File: src/rtl/pss_pkg.sv
// Constants, types and helpers shared by the program sequencer files.
// Assumes one 20 MHz clock (mclk) and a synchronous active-low reset.
//
// Summary of operation
// - 11-bit fetch address counter, 2048x16 store
// - Jump, call, interrupt, reset load target address
// - Reset to 000H; fixed vectors per interrupt
// - Fixed priority: divider first, timer 1 last
// - Eight-entry, 11-bit last-in first-out stack
// - Call pushes the counter plus one, interrupt the counter, automatically
// - Return instruction pops stack into the counter
// - Ninth push overwrites oldest; depth stays eight
// - Table words only in 600H to 7FFH
// - Table read fetches one 4-bit element
// - Each port C input pin interrupts independently
// - Interrupt needs event flag and enable flag
package pss_pkg;

  localparam int ADDR_W      = 11;
  localparam int WORD_W      = 16;
  localparam int NIB_W       = 4;
  localparam int NUM_IRQ     = 7;
  localparam int IDX_W       = 3;
  localparam int STACK_DEPTH = 8;
  localparam int PTR_W       = 3;
  localparam int DEPTH_W     = 4;
  localparam int RAM_AW      = 7;
  localparam int PORTC_W     = 4;

  typedef logic [ADDR_W-1:0] pss_addr_t;

  localparam pss_addr_t RESET_VEC      = 11'h000;
  localparam pss_addr_t ADDR_ONE       = 11'h001;
  localparam pss_addr_t INSTR_ONLY_TOP = 11'h5ff;
  localparam pss_addr_t TABLE_BASE     = 11'h600;

  // Interrupt source indices, in priority order
  localparam logic [IDX_W-1:0] IRQ_DIV   = 3'h0;
  localparam logic [IDX_W-1:0] IRQ_T0    = 3'h1;
  localparam logic [IDX_W-1:0] IRQ_PORTC = 3'h2;
  localparam logic [IDX_W-1:0] IRQ_EXT   = 3'h3;
  localparam logic [IDX_W-1:0] IRQ_SIN   = 3'h4;
  localparam logic [IDX_W-1:0] IRQ_SOUT  = 3'h5;
  localparam logic [IDX_W-1:0] IRQ_T1    = 3'h6;

  localparam pss_addr_t IRQ_VEC [NUM_IRQ] = '{11'h004, 11'h008, 11'h00c, 11'h014,
                                             11'h018, 11'h01c, 11'h020};

  typedef enum logic [2:0] {
    PSS_OP_STEP,
    PSS_OP_JUMP,
    PSS_OP_CALL,
    PSS_OP_RET,
    PSS_OP_TABLE
  } pss_op_e;

  typedef enum logic {
    PSS_ST_RUN,
    PSS_ST_TABLE
  } pss_state_e;

  // One instruction from the decoder, valid for one cycle
  typedef struct packed {
    logic              valid;
    pss_op_e           op;
    pss_addr_t         target;
    pss_addr_t         table_index;
    logic [RAM_AW-1:0] ram_addr;
  } pss_cmd_s;

  // Event pulses from on-chip sources (same clock)
  typedef struct packed {
    logic div_ovf;
    logic t0_under;
    logic sin_done;
    logic sout_done;
    logic t1_under;
  } pss_src_s;

  // Element i lives in word 600H + i/4, nibble i%4 (low nibble first)
  function automatic pss_addr_t pss_table_word(input pss_addr_t idx);
    pss_table_word = TABLE_BASE + {2'h0, idx[ADDR_W-1:2]};
  endfunction

  function automatic logic [NIB_W-1:0] pss_table_nib(input logic [WORD_W-1:0] w,
                                                     input logic [1:0] sel);
    pss_table_nib = w[sel*NIB_W +: NIB_W];
  endfunction

endpackage

File: src/rtl/pss_sequencer.sv
// Program sequencer: fetch address counter, interrupt vectoring,
// return stack and lookup-table reads from the program store.
// Assumes a combinational program store: rom_data answers rom_addr
// within the same cycle. Decoder holds commands while busy is high.
module pss_sequencer
  import pss_pkg::*;
(
  // Clock and reset
  input  wire logic                 mclk,
  input  wire logic                 reset_n,
  // Instruction decoder
  input  wire pss_cmd_s             cmd,
  input  wire logic [NUM_IRQ-1:0]   interrupt_enable_flags,
  input  wire logic [NUM_IRQ-1:0]   event_clear,
  input  wire logic [PORTC_W-1:0]   port_c_input_mode,
  // Interrupt sources
  input  wire pss_src_s             src_events,
  input  wire logic [PORTC_W-1:0]   port_c_pins,
  input  wire logic                 ext_int_n,
  // Program store
  output pss_addr_t                 rom_addr,
  input  wire logic [WORD_W-1:0]    rom_data,
  // Status towards the decoder
  output pss_addr_t                 fetch_address_counter,
  output logic                      busy,
  output logic                      irq_taken,
  output logic      [IDX_W-1:0]     irq_index,
  output logic      [NUM_IRQ-1:0]   event_flags,
  output logic      [DEPTH_W-1:0]   stack_depth,
  // Table data towards data RAM
  output logic                      table_valid,
  output logic      [NIB_W-1:0]     table_data,
  output logic      [RAM_AW-1:0]    table_ram_addr
);

  // ----------------------------------------------------------------
  // Pin synchronisers and falling-edge detect
  // ----------------------------------------------------------------
  logic [PORTC_W-1:0] pc_meta, pc_sync, pc_prev;
  logic               ext_meta, ext_sync, ext_prev;
  logic [PORTC_W-1:0] pc_fall;
  logic               ext_fall;

  always_ff @(posedge mclk) begin
    if (!reset_n) begin
      pc_meta  <= 4'hf;
      pc_sync  <= 4'hf;
      pc_prev  <= 4'hf;
      ext_meta <= 1'b1;
      ext_sync <= 1'b1;
      ext_prev <= 1'b1;
    end else begin
      pc_meta  <= port_c_pins;
      pc_sync  <= pc_meta;
      pc_prev  <= pc_sync;
      ext_meta <= ext_int_n;
      ext_sync <= ext_meta;
      ext_prev <= ext_sync;
    end
  end

  // Each input-mode pin can raise the port C request on its own
  assign pc_fall  = pc_prev & ~pc_sync & port_c_input_mode;
  assign ext_fall = ext_prev & ~ext_sync;

  // ----------------------------------------------------------------
  // Event flags
  // ----------------------------------------------------------------
  logic [NUM_IRQ-1:0] evt_set;
  logic [NUM_IRQ-1:0] ack_clear;
  logic [NUM_IRQ-1:0] next_event_flags;

  always_comb begin
    evt_set            = '0;
    evt_set[IRQ_DIV]   = src_events.div_ovf;
    evt_set[IRQ_T0]    = src_events.t0_under;
    evt_set[IRQ_PORTC] = |pc_fall;
    evt_set[IRQ_EXT]   = ext_fall;
    evt_set[IRQ_SIN]   = src_events.sin_done;
    evt_set[IRQ_SOUT]  = src_events.sout_done;
    evt_set[IRQ_T1]    = src_events.t1_under;
    // A new event in the clearing cycle survives the clear
    next_event_flags = (event_flags & ~event_clear & ~ack_clear) | evt_set;
  end

  always_ff @(posedge mclk) begin
    if (!reset_n)
      event_flags <= '0;
    else
      event_flags <= next_event_flags;
  end

  // ----------------------------------------------------------------
  // Arbiter and return stack
  // ----------------------------------------------------------------
  logic             irq_any;
  logic [IDX_W-1:0] irq_sel;
  pss_addr_t        stack_top;
  logic             push, pop;
  pss_addr_t        push_data;

  pss_irq_arbiter u_arb (
    .flags   (event_flags),
    .enables (interrupt_enable_flags),
    .any     (irq_any),
    .index   (irq_sel)
  );

  pss_return_stack u_stack (
    .mclk      (mclk),
    .reset_n   (reset_n),
    .push      (push),
    .pop       (pop),
    .push_data (push_data),
    .top       (stack_top),
    .depth     (stack_depth)
  );

  // ----------------------------------------------------------------
  // Sequencer
  // ----------------------------------------------------------------
  pss_state_e        state, next_state;
  pss_addr_t         next_fac, next_rom_addr;
  logic              next_busy, next_irq_taken, next_table_valid;
  logic [IDX_W-1:0]  next_irq_index;
  logic [NIB_W-1:0]  next_table_data;
  logic [RAM_AW-1:0] next_table_ram_addr;
  logic [1:0]        nib_sel, next_nib_sel;
  logic              take_cmd, take_irq;

  assign take_cmd = (state == PSS_ST_RUN) && cmd.valid;
  // Interrupts only between instructions, so the decoder sees a clean boundary
  assign take_irq = (state == PSS_ST_RUN) && !cmd.valid && irq_any;

  always_comb begin
    next_state          = state;
    next_fac            = fetch_address_counter;
    next_rom_addr       = rom_addr;
    next_irq_taken      = 1'b0;
    next_irq_index      = irq_index;
    next_table_valid    = 1'b0;
    next_table_data     = table_data;
    next_table_ram_addr = table_ram_addr;
    next_nib_sel        = nib_sel;
    push                = 1'b0;
    pop                 = 1'b0;
    push_data           = fetch_address_counter;
    ack_clear           = '0;
    case (state)
      PSS_ST_RUN: begin
        if (take_cmd) begin
          case (cmd.op)
            PSS_OP_STEP: begin
              next_fac = fetch_address_counter + ADDR_ONE;
            end
            PSS_OP_JUMP: begin
              next_fac = cmd.target;
            end
            PSS_OP_CALL: begin
              push      = 1'b1;
              push_data = fetch_address_counter + ADDR_ONE;
              next_fac  = cmd.target;
            end
            PSS_OP_RET: begin
              pop      = 1'b1;
              next_fac = stack_top;
            end
            PSS_OP_TABLE: begin
              next_fac            = fetch_address_counter + ADDR_ONE;
              next_state          = PSS_ST_TABLE;
              next_nib_sel        = cmd.table_index[1:0];
              next_table_ram_addr = cmd.ram_addr;
            end
            default: begin
              next_fac = fetch_address_counter + ADDR_ONE;
            end
          endcase
        end else if (take_irq) begin
          push               = 1'b1;
          next_fac           = IRQ_VEC[irq_sel];
          next_irq_taken     = 1'b1;
          next_irq_index     = irq_sel;
          ack_clear[irq_sel] = 1'b1;
        end
        // Table words sit only in the top quarter of the store
        if (take_cmd && cmd.op == PSS_OP_TABLE)
          next_rom_addr = pss_table_word(cmd.table_index);
        else
          next_rom_addr = next_fac;
      end
      PSS_ST_TABLE: begin
        next_table_data  = pss_table_nib(rom_data, nib_sel);
        next_table_valid = 1'b1;
        next_rom_addr    = fetch_address_counter;
        next_state       = PSS_ST_RUN;
      end
      default: begin
        next_state = PSS_ST_RUN;
      end
    endcase
    next_busy = (next_state == PSS_ST_TABLE);
  end

  always_ff @(posedge mclk) begin
    if (!reset_n) begin
      state                 <= PSS_ST_RUN;
      fetch_address_counter <= RESET_VEC;
      rom_addr              <= RESET_VEC;
      busy                  <= 1'b0;
      irq_taken             <= 1'b0;
      irq_index             <= IRQ_DIV;
      table_valid           <= 1'b0;
      table_data            <= '0;
      table_ram_addr        <= '0;
      nib_sel               <= 2'h0;
    end else begin
      state                 <= next_state;
      fetch_address_counter <= next_fac;
      rom_addr              <= next_rom_addr;
      busy                  <= next_busy;
      irq_taken             <= next_irq_taken;
      irq_index             <= next_irq_index;
      table_valid           <= next_table_valid;
      table_data            <= next_table_data;
      table_ram_addr        <= next_table_ram_addr;
      nib_sel               <= next_nib_sel;
    end
  end

  logic [NUM_IRQ-1:0] armed_now;
  assign armed_now = event_flags & interrupt_enable_flags;
endmodule

File: src/rtl/pss_return_stack.sv
// Eight-level circular return stack for the program sequencer.
// Assumes push and pop are never asserted in the same cycle.
module pss_return_stack
  import pss_pkg::*;
(
  // Clock and reset
  input  wire logic               mclk,
  input  wire logic               reset_n,
  // Stack control
  input  wire logic               push,
  input  wire logic               pop,
  input  wire pss_addr_t          push_data,
  // Stack state
  output pss_addr_t               top,
  output logic      [DEPTH_W-1:0] depth
);

  pss_addr_t              mem [STACK_DEPTH];
  logic      [PTR_W-1:0]  ptr;
  logic      [PTR_W-1:0]  next_ptr;
  logic      [DEPTH_W-1:0] next_depth;

  // Circular pointer: a ninth push lands on the oldest entry
  always_comb begin
    next_ptr   = ptr;
    next_depth = depth;
    if (push) begin
      next_ptr = ptr + 3'h1;
      if (depth != DEPTH_W'(STACK_DEPTH))
        next_depth = depth + 4'h1;
    end else if (pop) begin
      next_ptr = ptr - 3'h1;
      if (depth != 4'h0)
        next_depth = depth - 4'h1;
    end
  end

  always_ff @(posedge mclk) begin
    if (!reset_n) begin
      ptr   <= 3'h0;
      depth <= 4'h0;
    end else begin
      ptr   <= next_ptr;
      depth <= next_depth;
    end
  end

  // Storage is not reset; only the pointer defines content
  always_ff @(posedge mclk) begin
    if (push)
      mem[ptr] <= push_data;
  end

  assign top = mem[ptr - 3'h1];

endmodule

File: src/rtl/pss_irq_arbiter.sv
// Fixed-priority selection among the seven interrupt sources.
// Purely combinational; the caller registers the result.
module pss_irq_arbiter
  import pss_pkg::*;
(
  // Flags and enables
  input  wire logic [NUM_IRQ-1:0] flags,
  input  wire logic [NUM_IRQ-1:0] enables,
  // Selection
  output logic                    any,
  output logic      [IDX_W-1:0]   index
);

  function automatic logic [IDX_W-1:0] first_set(input logic [NUM_IRQ-1:0] v);
    first_set = IRQ_DIV;
    for (int i = NUM_IRQ - 1; i >= 0; i--) begin
      if (v[i])
        first_set = IDX_W'(i);
    end
  endfunction

  logic [NUM_IRQ-1:0] armed;

  assign armed = flags & enables;
  assign any   = |armed;
  assign index = first_set(armed);

endmodule

File: config.mk
export PLATFORM = sky130hd
export DESIGN_NAME = pss_sequencer
export DESIGN_NICKNAME = d
export VERILOG_FILES = /design/src/rtl/pss_pkg.sv /design/src/rtl/pss_sequencer.sv /design/src/rtl/pss_return_stack.sv /design/src/rtl/pss_irq_arbiter.sv
export SDC_FILE = /design/constraint.sdc
export NUM_CORES = 1
export LEC_CHECK = 0
export BUFFER_PORTS_ARGS = -buffer_cell sky130_fd_sc_hd__buf_2
export CORE_MARGIN = 5
export CORE_UTILIZATION = 56
export DETAILED_ROUTE_END_ITERATION = 6
export PLACE_DENSITY = 0.8
export SLEW_MARGIN = 30
export SYNTH_ARGS = -nofsm -noshare
export SYNTH_HDL_FRONTEND = slang
export SYNTH_SLANG_ARGS = --single-unit
export TNS_END_PERCENT = 50
File: constraint.sdc
create_clock -name mclk -period 4.2 [get_ports mclk]
set_input_delay 0.42 -clock mclk [delete_from_list [all_inputs] [get_ports mclk]]
set_output_delay 0.42 -clock mclk [all_outputs]
set_load 0.005 [all_outputs]
# Word-level counts from Yosys, hierarchy flattened
# Memories as Yosys holds them, arrays and structs flattened.
# Index checks and enable logic that the tools add are counted.
[classes] add_sub_neg=6 magnitude_cmp=3 n_eq_ne=6 shift=1 n_mux=41 bitwise=15 reduce_logical=16
[ops] operator="11-bit 2-to-1 mux" count=8
[ops] operator="11-bit one-hot mux with 2 select lines" count=2
[ops] operator="3-bit 2-to-1 mux" count=9
[ops] operator="7-bit AND" count=3
[ops] operator="7-bit 2-to-1 mux" count=3
[ops] operator="4-bit 2-to-1 mux" count=4
[ops] operator="16-bit by 5-bit variable part select with 4-bit output" count=1
[ops] operator="7-bit inverter" count=2
[ops] operator="1-bit 2-to-1 mux" count=13
[ops] operator="10-bit by 10-bit adder with 11-bit output (first input constant)" count=1
[ops] operator="11-bit by 1-bit adder with 11-bit output (second input constant)" count=1
[ops] operator="3-bit AND reduction" count=3
[ops] operator="4-bit AND" count=2
[ops] operator="7-bit OR" count=1
[ops] operator="7-bit OR reduction" count=1
[ops] operator="3-bit by 2-bit == test with 1-bit output (second input constant)" count=2
[ops] operator="1-bit logical AND" count=5
[ops] operator="4-bit by 1-bit adder with 4-bit output (second input constant)" count=1
[ops] operator="4-bit >= comparator (second input constant)" count=1
[ops] operator="3-bit by 4-bit less-than comparator with 1-bit output (second input constant)" count=1
[ops] operator="4-bit != test (second input constant)" count=1
[ops] operator="1-bit inverter" count=4
[ops] operator="3-bit inverter with 4-bit output" count=1
[ops] operator="4-bit inverter" count=1
[ops] operator="other kinds (16)" count=17
[totals] register_bits=70 mem_bits_rw=88 romBits=88 in_bits=79 memories=2
[memory_table] memory="(no name shown)" depth=8 word_bits=11 rd=1 rd_clocked_by_memory_dff=0 write_ports=0 line_no="pss_sequencer.sv:180" rtl="next_fac = IRQ_VEC[irq_sel];"
[memory_table] memory="u_stack.mem" depth=8 word_bits=11 rd=1 rd_clocked_by_memory_dff=0 write_ports=1 line_no="pss_return_stack.sv:18" rtl="pss_addr_t mem [STACK_DEPTH];"

# Logic depth before layout (Yosys ltp)
[depth] word_depth=18 mapped_depth=12 depth_no_buf=11

# Modules after synthesis
# Synthesis repeated with hierarchy kept, for this count alone.
[hier_totals] cells_unflattened=568 area_unflattened_um2=7164.4
[modules_own_cells] mod="pss_return_stack" instances=1 cells_per_inst=189 area_each_um2=3818.7
[modules_own_cells] mod="pss_sequencer" instances=1 cells_per_inst=362 area_each_um2=3248.1
[modules_own_cells] mod="pss_irq_arbiter" instances=1 cells_per_inst=17 area_each_um2=97.6

# Least setup slack after synthesis
# Ideal clock, no wire load.
[synth_path] path_type="input-to-reg" from="in cmd[30] in the netlist's numbering" to="mem u_stack.mem[0][0] in the netlist's numbering, enable pin" setup_time_ps=408 arrival_ps=2597 required_time_ps=3792 setup_slack_ps=1195 stages=5 path_cell_list="clkbuf_1 nand2b_1 nor3_1 nor2_8 nor4_1"
[synth_between] elab_chain_len=6
[synth_rtl] element="start, declared" line_no="pss_sequencer.sv:12" rtl="input wire pss_cmd_s cmd,"
[synth_rtl] element="3-bit by 2-bit == test with 1-bit output" line_no="pss_sequencer.sv:152" rtl="case (cmd.op)"
[synth_rtl] element="1-bit 2-to-1 mux" line_no="pss_sequencer.sv:152"
[synth_rtl] element="1-bit 2-to-1 mux" line_no="pss_sequencer.sv:151" rtl="if (take_cmd) begin"
[synth_rtl] element="1-bit 2-to-1 mux" line_no="pss_sequencer.sv:149" rtl="case (state)"
[synth_rtl] element="1-bit 2-to-1 mux" line_no="pss_return_stack.sv:50" rtl="if (push)"
[synth_rtl] element="1-bit 2-to-1 mux (implied by the code)" line_no="pss_return_stack.sv:51" rtl="mem[ptr] <= push_data;"
[synth_rtl] element="end, declared" line_no="pss_return_stack.sv:18"
# Every way passes these cells.

# Worst setup path after layout
[layout_path] from="reg state" to="mem u_stack.mem[3][7] in the netlist's numbering, data pin"
[layout_between] elab_chain_len=4
[layout_rtl] element="start, declared" line_no="pss_sequencer.sv:122" rtl="pss_state_e state, next_state;"
[layout_rtl] element="start signal, assigned" line_no="pss_sequencer.sv:217" rtl="state <= next_state;"
[layout_rtl] element="1-bit inverter"
[layout_rtl] element="1-bit logical AND" line_no="pss_sequencer.sv:131" rtl="assign take_cmd = (state == PSS_ST_RUN) && cmd.valid;"
[layout_rtl] element="11-bit 2-to-1 mux" line_no="pss_sequencer.sv:151"
[layout_rtl] element="11-bit 2-to-1 mux (*)" line_no="pss_sequencer.sv:149"
[layout_rtl] element="via push_data[7]" line_no="pss_sequencer.sv:100" rtl="pss_addr_t push_data;"
# Mark *: on every way through the listed nets, which the timed path passes. The rest lies on a longest branch.

==> summary.txt <==
Hold path
  – HP Start: port_c_pins[2]
  – Hold Crit Class: in2reg
  – Hold-critical path endpoint: pc_meta[2]
  – Hold Path Depth: 2

Critical path
  – CP startpoint: state
  – Worst R2R Start: state
  – Crit-path max FO: 18
  – CP top delay family: simple AND/OR/NAND/NOR gates
  – Slowest stage cell, crit path: or3_1
  – Worst Path Arrival: 3.16 ns
  – Crit path kind: reg2reg
  – Nature of the critical path endpoint: flop
  – Worst path bufs/invs: 0
  – Worst EP required: 4.34 ns
  – Most frequent cell on the critical path: or3_1
  – R2r setup slk: 1.18 ns
  – Crit-path cells: nand2b_1 -> or3_1 -> or3_1 -> xnor2_1
  – FF-to-FF path depth: 4
  – Reg2reg end: u_stack.mem[3][7]
  – Startpoint Class: flop
  – CP peak stage delay: 0.62 ns

Clocking
  – Clock buffer depth: 2
  – Clock sinks: 158
  – Cts repair resizes: 0
  – CTS Hold Buffers Added: 0
  – H-tree levels: 4
  – Cts bufs inserted: 17
  – Worst skew pair latency: 0.43 ns
  – CTS tree: built
  – Clock transition at the registers of the reported paths: 0.06 ns
  – Post CTS Setup Buffer Count: 0
  – Root Buffer: clkbuf_16

GRT
  – First-pass GRT wire length: 27,900 µm
  – Vias in the first global route: 5,156
  – Gr usage total: 25.2%
  – Largest net degree at the start of global routing: 42
  – GRT overflow: 0
  – Antenna violations before repair: 0

Drt
  – DR vias: 5,207
  – DR WL/cell: 20.5 µm
  – WL final: 18,200 µm
  – DRC Markers: 0
  – Antenna-violating nets left: 0
  – Drt first pass iters: 5
  – Via density: 5.84
  – Initial DRC count: 624

Place
  – Inst Count DP: 859
  – Dpl hpwl: 12,900 µm
  – I/O Buffers: 128
  – Routability cong.: 0.915
  – Worst slack, placed: 1.24 ns

Timing
  – Final Worst Setup Slack: 1.18 ns
  – Final worst-path cycle share: 72.0%
  – Clock skew: 0.00688 ns
  – Crit path time final: 3.02 ns
  – Highest clock rate: 331 MHz
  – Final hold vios: 0
  – Total negative slack: 0 ns
  – Final setup violating endpoints: 0
  – Worst rel slew slack: 34.8%
  – RSZ-0062 raised after global routing: no
  – Worst-margin pin slew: 0.976 ns
  – Max-slew violations: 0

Logic synthesis
  – Synth top area cells: edfxtp_1 (38%), dfxtp_1 (20%), mux4_2 (6.1%)
  – Fraction of the yosys area taken by sequential cells: 57.8%
  – Synth unique cells: 64
  – Mapped Cells: 586
  – YS warnings: 0
  – Syn Area/Cell: 11.9 µm²
  – Post-synth EDFFs: 88
  – Share of the synthesized area in the top cell type: 37.8%
  – Synth Register Bits: 158
  – Primary FF master, synth: edfxtp_1
  – Syn_nets: 674
  – Mapped Area: 6990 µm²
  – Yosys top cell by area: edfxtp_1
  – Asr flop ratio synth: 0%

Floorplanning
  – Die ar.: 14,800 µm²
  – Die X: 122 µm
  – Core Area: 12,100 µm²
  – Row cnt: 40
  – I/O pins: 129
  – Die H: 122 µm
  – Starting Density: 57.7%

Run
  – Max-cap violations: 0

Layout
  – Fraction of layout cells with a size suffix above 1: 28.4%
  – Non-filler instance count after layout: 891
  – Area Overhead vs Synth: 21.1%
  – Nets: 798
  – Number of diodes: 0

Pwr
  – Total power: 4.22 mW
  – Peak supply drop: 438 µV
  – Pwr dens: 498 nW/µm²
  – Leak pwr: 3.33 nW

Status
  – Run status: complete, no violations
-- power by group --
group          total [mW]  internal (mW)  switching, mW
Combinational       0.674          0.296          0.378
Sequential           1.79           1.72         0.0672
Clock                1.75           1.12          0.630
-- cells in the final DEF, fill, tap and decap left out, drive strengths merged, types with 2 or more instances in the layout --
cell / instances
a211oi: 4
a21o: 3
a21oi: 40
a221oi: 4
a22oi: 7
a2bb2oi: 3
a311oi: 3
a31oi: 7
and2: 4
and3: 5
and4: 3
buf: 140
bufinv: 6
clkbuf: 17
clkinv: 3
dfxtp: 70
edfxtp: 88
ha: 8
inv: 18
mux2i: 17
mux4: 23
nand2: 61
nand2b: 19
nand3: 17
nand3b: 4
nand4: 4
nor2: 45
nor2b: 2
nor3: 14
nor4: 5
o211ai: 5
o21a: 5
o21ai: 21
o221a: 2
o22ai: 2
o41ai: 2
or3: 4
xnor2: 12
xor2: 10
-- worst register-to-register path, stage by stage (launching register included) --
cell and delay, ns:
dfxtp_1 0.55, nand2b_1 0.56, or3_1 0.62, or3_1 0.45, xnor2_1 0.55
-- final cells by class --
| type | count | area [µm²] |
|---|---|---|
| Fill cell | 847 | 3640 |
| Sequential cell | 158 | 4040 |
| Tap cell | 168 | 210 |
| Timing Repair Buffer | 140 | 731 |
| Multi-Input combinational cell | 380 | 2760 |
| Clock buffer | 17 | 425 |
| Clock inverter | 15 | 253 |
| Inverter | 13 | 48.8 |
-- kinds of logic (layout without fill, tap and decap cells) --
| group | after synthesis | after routing | synth area share [%] |
|---|---|---|---|
| DFF | 158 | 158 | 57.8 |
| AOI/OAI and AO/OA | 116 | 116 | 10.9 |
| muxes | 41 | 41 | 10.2 |
| adders and majority gates | 9 | 9 | 1.72 |
| xor gates and xnor gates | 22 | 22 | 3.02 |
| buffers and inverters | 48 | 185 | 2.86 |
| and+or+nand+nor | 192 | 192 | 13.5 |
-- per-stage QoR --
step	util [%]	cell area (µm²)	hold WS, ns
after floorplan	-	6990	0.386
after global placement	64.3	7790	0.389
after detailed placement	64.3	7790	0.406
after CTS	69.9	8470	0.155
after global routing	69.9	8470	0.168
final	69.9	8470	0.171
-- synth_stat cells, drive strengths merged (7+ instances only) --
cell type,count
a21oi,40
a22oi,7
a31oi,7
buf,7
clkbuf,28
dfxtp,70
edfxtp,88
ha,8
inv,12
mux2i,17
mux4,23
nand2,61
nand2b,19
nand3,17
nor2,45
nor3,14
o21ai,21
xnor2,12
xor2,10
-- routing by layer --
layer	part of all wire (%)	up-vias	global-route usage, %
met5	0	-	0
met4	1.6	0	8.47
met3	7.4	24	6.31
met2	50	227	43.0
met1	41	2524	31.6
li1	-	2432	-
-- how the worst max path moves through the flow --
| stage | endpoint | slack (ns) | cells after the start |
|---|---|---|---|
| floorplan | u_stack.mem[0][0] | 1.19 | 5 |
| global placement | u_stack.mem[6][8] | 1.24 | 5 |
| detailed placement | u_stack.depth[3] | 1.24 | 10 |
| CTS | u_stack.mem[3][7] | 1.21 | 4 |
| global route | u_stack.depth[3] | 1.03 | 10 |
| finish | u_stack.mem[3][7] | 1.18 | 4 |
-- registers in the layout (all words and copies together) (netlist names), 4 cells and up --
signal                 cells
u_stack.mem               88
fetch_address_counter     11
rom_addr                  11
event_flags                7
table_ram_addr             7
pc_meta                    4
pc_prev                    4
pc_sync                    4
table_data                 4
u_stack.depth              4
(Power assumes the default switching activity.)
